[config.mk]
export PLATFORM = sky130hd
export DESIGN_NAME = sram_ctl
export DESIGN_NICKNAME = d
export VERILOG_FILES = /design/src/sram_ctl_pkg.sv /design/src/sram_pin_sync.sv /design/src/sram_ctl.sv
export VERILOG_INCLUDE_DIRS = /design/src
export SDC_FILE = /design/constraint.sdc
export NUM_CORES = 1
export LEC_CHECK = 0
export ABC_AREA = 1
export CAP_MARGIN = 20
export CORE_MARGIN = 5
export CORE_UTILIZATION = 62
export DETAILED_ROUTE_END_ITERATION = 10
export DONT_BUFFER_PORTS = 1
export HOLD_SLACK_MARGIN = 0.1
export PLACE_DENSITY = 0.88
export REMOVE_ABC_BUFFERS = 1
export SYNTH_ARGS = -nofsm -noshare
export SYNTH_HDL_FRONTEND = slang
export SYNTH_SLANG_ARGS = --single-unit
[constraint.sdc]
create_clock -name MCLK -period 1.6 [get_ports MCLK]
set_clock_uncertainty 0.05 [all_clocks]
set_input_delay 0.16 -clock MCLK [delete_from_list [all_inputs] [get_ports MCLK]]
set_output_delay 0.16 -clock MCLK [all_outputs]
set_load 0.005 [all_outputs]
[src/sram_ctl_consts.svh]
// timing counts for the static memory controller
`ifndef SRAM_CTL_CONSTS_SVH
`define SRAM_CTL_CONSTS_SVH
`define CLK_PERIOD_NS    8
`define TRC_NS           10
`define TWC_NS           10
`define TSD_NS           7
`define TDOE_NS          6
`define THZ_NS           6
// least times round up, none below one cycle
`define CYC_UP(t)        ((((t) + `CLK_PERIOD_NS - 1) / `CLK_PERIOD_NS) < 1 ? 1 : \
                          (((t) + `CLK_PERIOD_NS - 1) / `CLK_PERIOD_NS))
`define ACCESS_CYC       (`CYC_UP(`TRC_NS) + 1)
`define WRITE_CYC        `CYC_UP(`TWC_NS)
`define TURN_CYC         `CYC_UP(`THZ_NS)
`endif

[src/sram_ctl_pkg.sv]
// types for the static memory controller
package sram_ctl_pkg;
    typedef enum logic [2:0] {
        ST_IDLE  = 3'b000,
        ST_READ  = 3'b001,
        ST_WRITE = 3'b010,
        ST_END   = 3'b011,
        ST_TURN  = 3'b100
    } state_type;
endpackage : sram_ctl_pkg

[src/sram_pin_sync.sv]
// two-stage synchroniser for the data pins coming back from the memory
`timescale 1ns/10ps
module sram_pin_sync #(
    parameter int WIDTH = 8
) (
    input  wire logic             MCLK,
    input  wire logic             SYS_RST,
    input  wire logic             CE,
    input  wire logic [WIDTH-1:0] D,
    output logic      [WIDTH-1:0] Q
);
    typedef struct packed {
        logic [WIDTH-1:0] meta;
        logic [WIDTH-1:0] sync;
    } sync_type;
    sync_type s_reg;
    sync_type s_next;
    // first stage feeds only the second
    always_comb
    begin
        s_next = s_reg;
        if (CE)
        begin
            s_next.meta = D;
            s_next.sync = s_reg.meta;
        end
    end
    always_ff @(posedge MCLK)
    begin
        if (SYS_RST)
            s_reg <= '0;
        else
            s_reg <= s_next;
    end
    assign Q = s_reg.sync;
endmodule : sram_pin_sync

[src/sram_ctl.sv]
// host controller that runs read and write cycles on an asynchronous static memory
//
// Summary of operation
// [RULE1] write strobe stays high throughout every read access.
// [RULE2] in a read, chip select and output gate stay low and the data follows the address.
// [RULE3] the address is valid no later than chip select going low.
// [RULE4] the memory stores only while chip select and write strobe are low together.
// [RULE5] a write starts with all controls valid and ends when either strobe rises.
// [RULE6] write data is stable around the strobe edge that ends the write.
// [RULE7] with output gate high during a write the memory floats its data lines.
// [RULE8] the memory drives data only with chip select and output gate low and write strobe high.
`timescale 1ns/10ps
`include "sram_ctl_consts.svh"
module sram_ctl #(
    parameter int AW = 13,
    parameter int DW = 8
) (
    input  wire logic                    MCLK,
    input  wire logic                    SYS_RST,
    input  wire logic                    CLK_EN,
    input  wire logic                    REQ_VALID,
    output logic                         REQ_READY,
    input  wire logic                    REQ_WRITE,
    input  wire logic [AW-1:0]           REQ_ADDR,
    input  wire logic [DW-1:0]           REQ_WDATA,
    output logic                         RD_VALID,
    output logic      [DW-1:0]           RD_DATA,
    output logic                         MEM_CS_N,
    output logic                         MEM_WE_N,
    output logic                         MEM_OE_N,
    output logic      [AW-1:0]           MEM_ADDR,
    input  wire logic [DW-1:0]           MEM_DQ_I,
    output logic      [DW-1:0]           MEM_DQ_O,
    output logic                         MEM_DQ_OE,
    output sram_ctl_pkg::state_type      STATE
);
    import sram_ctl_pkg::*;

    localparam int ACC  = `ACCESS_CYC + 2; // includes two synchroniser stages
    localparam int WRC  = `WRITE_CYC;
    localparam int TRN  = `TURN_CYC;
    localparam int CW   = 4;

    typedef struct packed {
        state_type        st;
        logic [CW-1:0]    cnt;
        logic             cs_n;
        logic             we_n;
        logic             oe_n;
        logic [AW-1:0]    addr;
        logic [DW-1:0]    wdata;
        logic             dq_oe;
        logic             rvalid;
        logic [DW-1:0]    rdata;
    } ctl_type;

    ctl_type c_reg;
    ctl_type c_next;
    logic [DW-1:0] dq_sync;

    // data pins come from outside the clock domain
    sram_pin_sync #(
        .WIDTH(DW)
    ) u_sync (
        .MCLK    (MCLK),
        .SYS_RST (SYS_RST),
        .CE      (CLK_EN),
        .D       (MEM_DQ_I),
        .Q       (dq_sync)
    );

    // cycle sequencer
    always_comb
    begin
        c_next = c_reg;
        c_next.rvalid = 1'b0;
        if (CLK_EN)
        begin
            unique case (c_reg.st)
                ST_IDLE:
                begin
                    if (REQ_VALID)
                    begin
                        c_next.addr = REQ_ADDR;              // address set with select edge RULE3
                        c_next.cs_n = 1'b0;
                        c_next.cnt  = '0;
                        if (REQ_WRITE)
                        begin
                            c_next.st    = ST_WRITE;
                            c_next.wdata = REQ_WDATA;         // data steady for whole strobe RULE6
                            c_next.dq_oe = 1'b1;
                            c_next.oe_n  = 1'b1;              // memory floats its outputs RULE7
                            c_next.we_n  = 1'b0;              // strobe joins a valid select RULE5
                        end
                        else
                        begin
                            c_next.st   = ST_READ;
                            c_next.we_n = 1'b1;               // RULE1
                            c_next.oe_n = 1'b0;               // RULE2
                        end
                    end
                end
                ST_READ:
                begin
                    if (c_reg.cnt == CW'(ACC - 1))
                    begin
                        c_next.rdata  = dq_sync;              // read data valid while driven RULE8
                        c_next.rvalid = 1'b1;
                        c_next.cs_n   = 1'b1;
                        c_next.oe_n   = 1'b1;
                        c_next.cnt    = '0;
                        c_next.st     = ST_TURN;
                    end
                    else
                        c_next.cnt = c_reg.cnt + CW'(1);
                end
                ST_WRITE:
                begin
                    if (c_reg.cnt == CW'(WRC - 1))
                    begin
                        c_next.we_n = 1'b1;                   // rising strobe ends the store RULE4
                        c_next.st   = ST_END;
                    end
                    else
                        c_next.cnt = c_reg.cnt + CW'(1);
                end
                ST_END:
                begin
                    // data held one cycle after the ending edge
                    c_next.cs_n  = 1'b1;
                    c_next.dq_oe = 1'b0;
                    c_next.cnt   = '0;
                    c_next.st    = ST_TURN;
                end
                ST_TURN:
                begin
                    if (c_reg.cnt == CW'(TRN - 1))
                        c_next.st = ST_IDLE;
                    else
                        c_next.cnt = c_reg.cnt + CW'(1);
                end
                default:
                    c_next.st = ST_IDLE;
            endcase
        end
    end

    // state register
    always_ff @(posedge MCLK)
    begin
        if (SYS_RST)
        begin
            c_reg       <= '0;
            c_reg.st    <= ST_IDLE;
            c_reg.cs_n  <= 1'b1;
            c_reg.we_n  <= 1'b1;
            c_reg.oe_n  <= 1'b1;
        end
        else
            c_reg <= c_next;
    end

    assign REQ_READY = CLK_EN && (c_reg.st == ST_IDLE);
    assign RD_VALID  = c_reg.rvalid;
    assign RD_DATA   = c_reg.rdata;
    assign MEM_CS_N  = c_reg.cs_n;
    assign MEM_WE_N  = c_reg.we_n;
    assign MEM_OE_N  = c_reg.oe_n;
    assign MEM_ADDR  = c_reg.addr;
    assign MEM_DQ_O  = c_reg.wdata;
    assign MEM_DQ_OE = c_reg.dq_oe;
    assign STATE     = c_reg.st;

    // write strobe never low while output gate low
    read_we_high_a: assert property (@(posedge MCLK) disable iff (SYS_RST)
        !MEM_OE_N |-> MEM_WE_N) else $error("write strobe low during read"); // RULE1
    // read holds select and gate low the first three cycles of the access
    read_strobes_low_a: assert property (@(posedge MCLK) disable iff (SYS_RST)
        (STATE == ST_READ && $past(STATE) == ST_IDLE) |-> (!MEM_CS_N && !MEM_OE_N) [*3])
        else $error("read strobes not held"); // RULE2
    // address stable while selected
    addr_stable_a: assert property (@(posedge MCLK) disable iff (SYS_RST)
        (!MEM_CS_N && !$past(MEM_CS_N)) |-> $stable(MEM_ADDR)) else $error("address moved while selected"); // RULE3
    // write strobe only inside select
    we_in_cs_a: assert property (@(posedge MCLK) disable iff (SYS_RST)
        !MEM_WE_N |-> !MEM_CS_N) else $error("write strobe outside select"); // RULE4
    // write strobe pulse lasts the write count
    we_pulse_len_a: assert property (@(posedge MCLK) disable iff (SYS_RST || !CLK_EN)
        $fell(MEM_WE_N) |-> !MEM_WE_N [*2] ##1 MEM_WE_N) else $error("write pulse length wrong"); // RULE5
    // data driven and stable across write end
    data_hold_a: assert property (@(posedge MCLK) disable iff (SYS_RST)
        $rose(MEM_WE_N) |-> MEM_DQ_OE && $stable(MEM_DQ_O)) else $error("write data not held"); // RULE6
    // gate high whenever host drives data
    no_contention_a: assert property (@(posedge MCLK) disable iff (SYS_RST)
        MEM_DQ_OE |-> MEM_OE_N) else $error("bus contention"); // RULE7
    // read result follows the access
    read_result_a: assert property (@(posedge MCLK) disable iff (SYS_RST)
        RD_VALID |-> (MEM_CS_N && STATE == ST_TURN)) else $error("read result out of place"); // RULE8
endmodule : sram_ctl

==> reports/qor.yml <==
run_status:
  status: "complete, no violations"
cts:
  cts_tree: "done"
  cts_made_buffers: 9
  cts-root-buf: "clkbuf_8"
  clk_pin_slew_worst_paths_ns: 0.06
  cts.sinks: 57
  clk_latency_ns: 0.33
  clockBufferDepth: 2
  htreeDepth: 3
die:
  die_y_um: 74.4
  rows: 23
  coreArea_sq_um: 4000
  start_util: 0.643
  die_width_um: 74.4
  ios: 72
  dieArea_sq_um: 5540
global_routing:
  grt_max_degree: 42
  grt_pass1_wl_um: 10400
  overflow: 0
  grt_use_total: 0.247
  grt_pass1_vias: 2317
  grt_antenna_before_repair: 0
timing:
  finalSetupTns_ns: 0
  whs_ns: 0.140
  maxSlewHeadroom: 0.674
  fin_crit_ns: 1.50
  period_share: 0.937
  setup_violations: 0
  tightest_slew_ns: 0.488
  postLayoutSetupSlackWorst_ns: 0.100
  slew_viol_final: 0
  hold_viol: 0
  fmax_mhz: 667
setup_path:
  setup.worst_path.end_class: "register"
  startpoint_type: "register"
  worst-setup-path-type: "register to register"
  cp_data_required_time_ns: 1.77
  cp.arrival_ns: 1.67
  critPathMaxFanout: 8
placed_design:
  io_buffers: 0
  place_ws_ns: 0.109
  hpwl_um: 3400
  gp_congestion: 0.928
detailed_routing:
  viasPerCell: 5.40
  wl_met2_um: 3100
  top_layer_used: "met4"
  antenna_left: 0
  met3WireLength_um: 581
  drt_iter0_markers: 196
  routedWlPerCell_um: 14.7
  num_vias: 2315
  m1WireLength_um: 2430
  route.detailed.drc: 0
  dr.pass1.iters: 4
  routed_wl_um: 6300
final_layout:
  largest_reg_flops: 13
  area_delta_synth_final_pct: 20.6
  diodes: 0
  nets: 411
  drive_above_1_share: 0.111
  fillers: 266
  fin_util: 0.775
synth:
  synthDistinctLibCells: 23
  synthCells: 347
  synthesis.area_sq_um: 2570
  ys_ff_latch: 57
  post_synth.cell_area_avg_sq_um: 7.41
  synth-seq-area-share: 0.444
  yosysWarnings: 0
power:
  power.density_nw_per_um2: 1460
  ir_drop_v: 0.000740
  p_leak_uw: 0.00132
job:
  drv_cap: 0
worst_hold_path:
  hp-class: "primary input to register"
through the flow:
stage | instances | instance area (sq um) | total power, uW
6_report | 429 | 3100 | 4540
5_1_grt | 429 | 3100 | 4870
4_1_cts | 428 | 3090 | 4510
3_5_place_dp | 359 | 2370 | 3130
3_3_place_gp | 359 | 2370 | 3090
2_1_floorplan | 304 | 2270 | 2830
cells in the final DEF (no fill, tap or decap):
| cell | netlist | layout |
|---|---|---|
| o21ai_0 | 46 | 44 |
| nor2_1 | 106 | 106 |
| clkinv_4 | 1 | 1 |
| clkinv_2 | 0 | 2 |
| nand2_4 | 3 | 3 |
| ha_1 | 3 | 3 |
| dfxtp_2 | 0 | 1 |
| clkbuf_8 | 0 | 10 |
| inv_2 | 4 | 4 |
| a21oi_1 | 4 | 4 |
| xor2_1 | 1 | 1 |
| clkinv_1 | 1 | 1 |
| o21ai_1 | 0 | 2 |
| dlygate4sd3_1 | 0 | 53 |
| bufinv_16 | 0 | 1 |
| inv_1 | 11 | 10 |
| nand3_1 | 14 | 14 |
| clkbuf_1 | 6 | 3 |
| dfxtp_1 | 57 | 56 |
| o22ai_1 | 1 | 1 |
| buf_4 | 33 | 6 |
| clkinvlp_4 | 0 | 1 |
| nor2_4 | 4 | 4 |
| o21a_1 | 1 | 1 |
| o211ai_1 | 1 | 1 |
| nand2_2 | 7 | 7 |
| nor2_2 | 2 | 2 |
| nand2_1 | 37 | 37 |
area by class of cell:
type	instances	area, sq um	area share
tap	50	62.6	0.0202
sequential	57	1140	0.368
clock buffer	13	149	0.0480
multi-input combinational	230	1060	0.342
inverter	17	72.6	0.0234
timing repair buffer	59	576	0.186
clock inverter	3	40.0	0.0129
path summary, 6_finish.rpt:
| kind | cells past startpoint | start | slack, ns | to |
|---|---|---|---|---|
| worst max-delay path | 8 | c_reg[34]$_SDFFE_PP0P_ | 0.10 | RD_DATA[4]$_SDFFE_PP0P_ |
| worst min-delay path | 4 | CLK_EN | 0.14 | c_reg[35]$_SDFFE_PP0P_ |
| worst max register to register | 8 | c_reg[34]$_SDFFE_PP0P_ | 0.10 | RD_DATA[4]$_SDFFE_PP0P_ |
| worst min register to register | 2 | MEM_CS_N$_SDFFE_PP1P_ | 0.43 | MEM_CS_N$_SDFFE_PP1P_ |
cells in the mapped netlist:
master	instances	area [sq um]
nand2_2	7	43.8
o22ai_1	1	6.26
a21oi_1	4	20.0
nor2_4	4	45.0
nand2_4	3	33.8
ha_1	3	37.5
nand3_1	14	70.1
inv_1	11	41.3
clkinv_4	1	8.76
xor2_1	1	8.76
nor2_1	106	398
dfxtp_1	57	1140
clkbuf_1	6	22.5
clkinv_1	1	3.75
inv_2	4	15.0
nor2_2	2	12.5
nand2_1	37	139
o21ai_0	46	230
buf_6	2	22.5
o21a_1	1	7.51
o211ai_1	1	7.51
buf_2	2	10.0
buf_4	33	248
where the power goes:
group | internal (uW) | switching, uW
clock | 758 | 525
sequential | 1640 | 191
combinational | 537 | 888
total | 2940 | 1600
repair_timing:
| action | in CTS | in global routing |
|---|---|---|
| buffers inserted | 0 | 1 |
| hold buffers | 53 | 0 |
| setup endpoints to repair | 0 | 8 |
| resized for setup | 0 | 4 |
| endpoints found under the hold margin | 41 | 0 |
worst max-delay path, cell delays in order, from the launching register on:
cell and delay (ns):
dfxtp_2 0.33, inv_1 0.09, ha_1 0.18, nand3_1 0.11, nor2_1 0.13, nand2_2 0.10
buf_4 0.18, o21ai_0 0.16, nor2_1 0.06
cells by family after synthesis:
family | count (synthesis) | share of synthesized area
XOR/XNOR | 1 | 0.00341
flip-flops | 57 | 0.444
AO/OA/AOI/OAI | 53 | 0.106
buffers and inverters | 60 | 0.144
adder cells (fa/ha/maj) | 3 | 0.0146
AND/OR/NAND/NOR | 173 | 0.288
metal layers:
metal | up-vias | global-route usage
met5 | - | 0
met2 | 113 | 0.420
met3 | 23 | 0.0892
met4 | 0 | 0.115
met1 | 1057 | 0.273
li1 | 1122 | -
(Power assumes the default switching activity.)
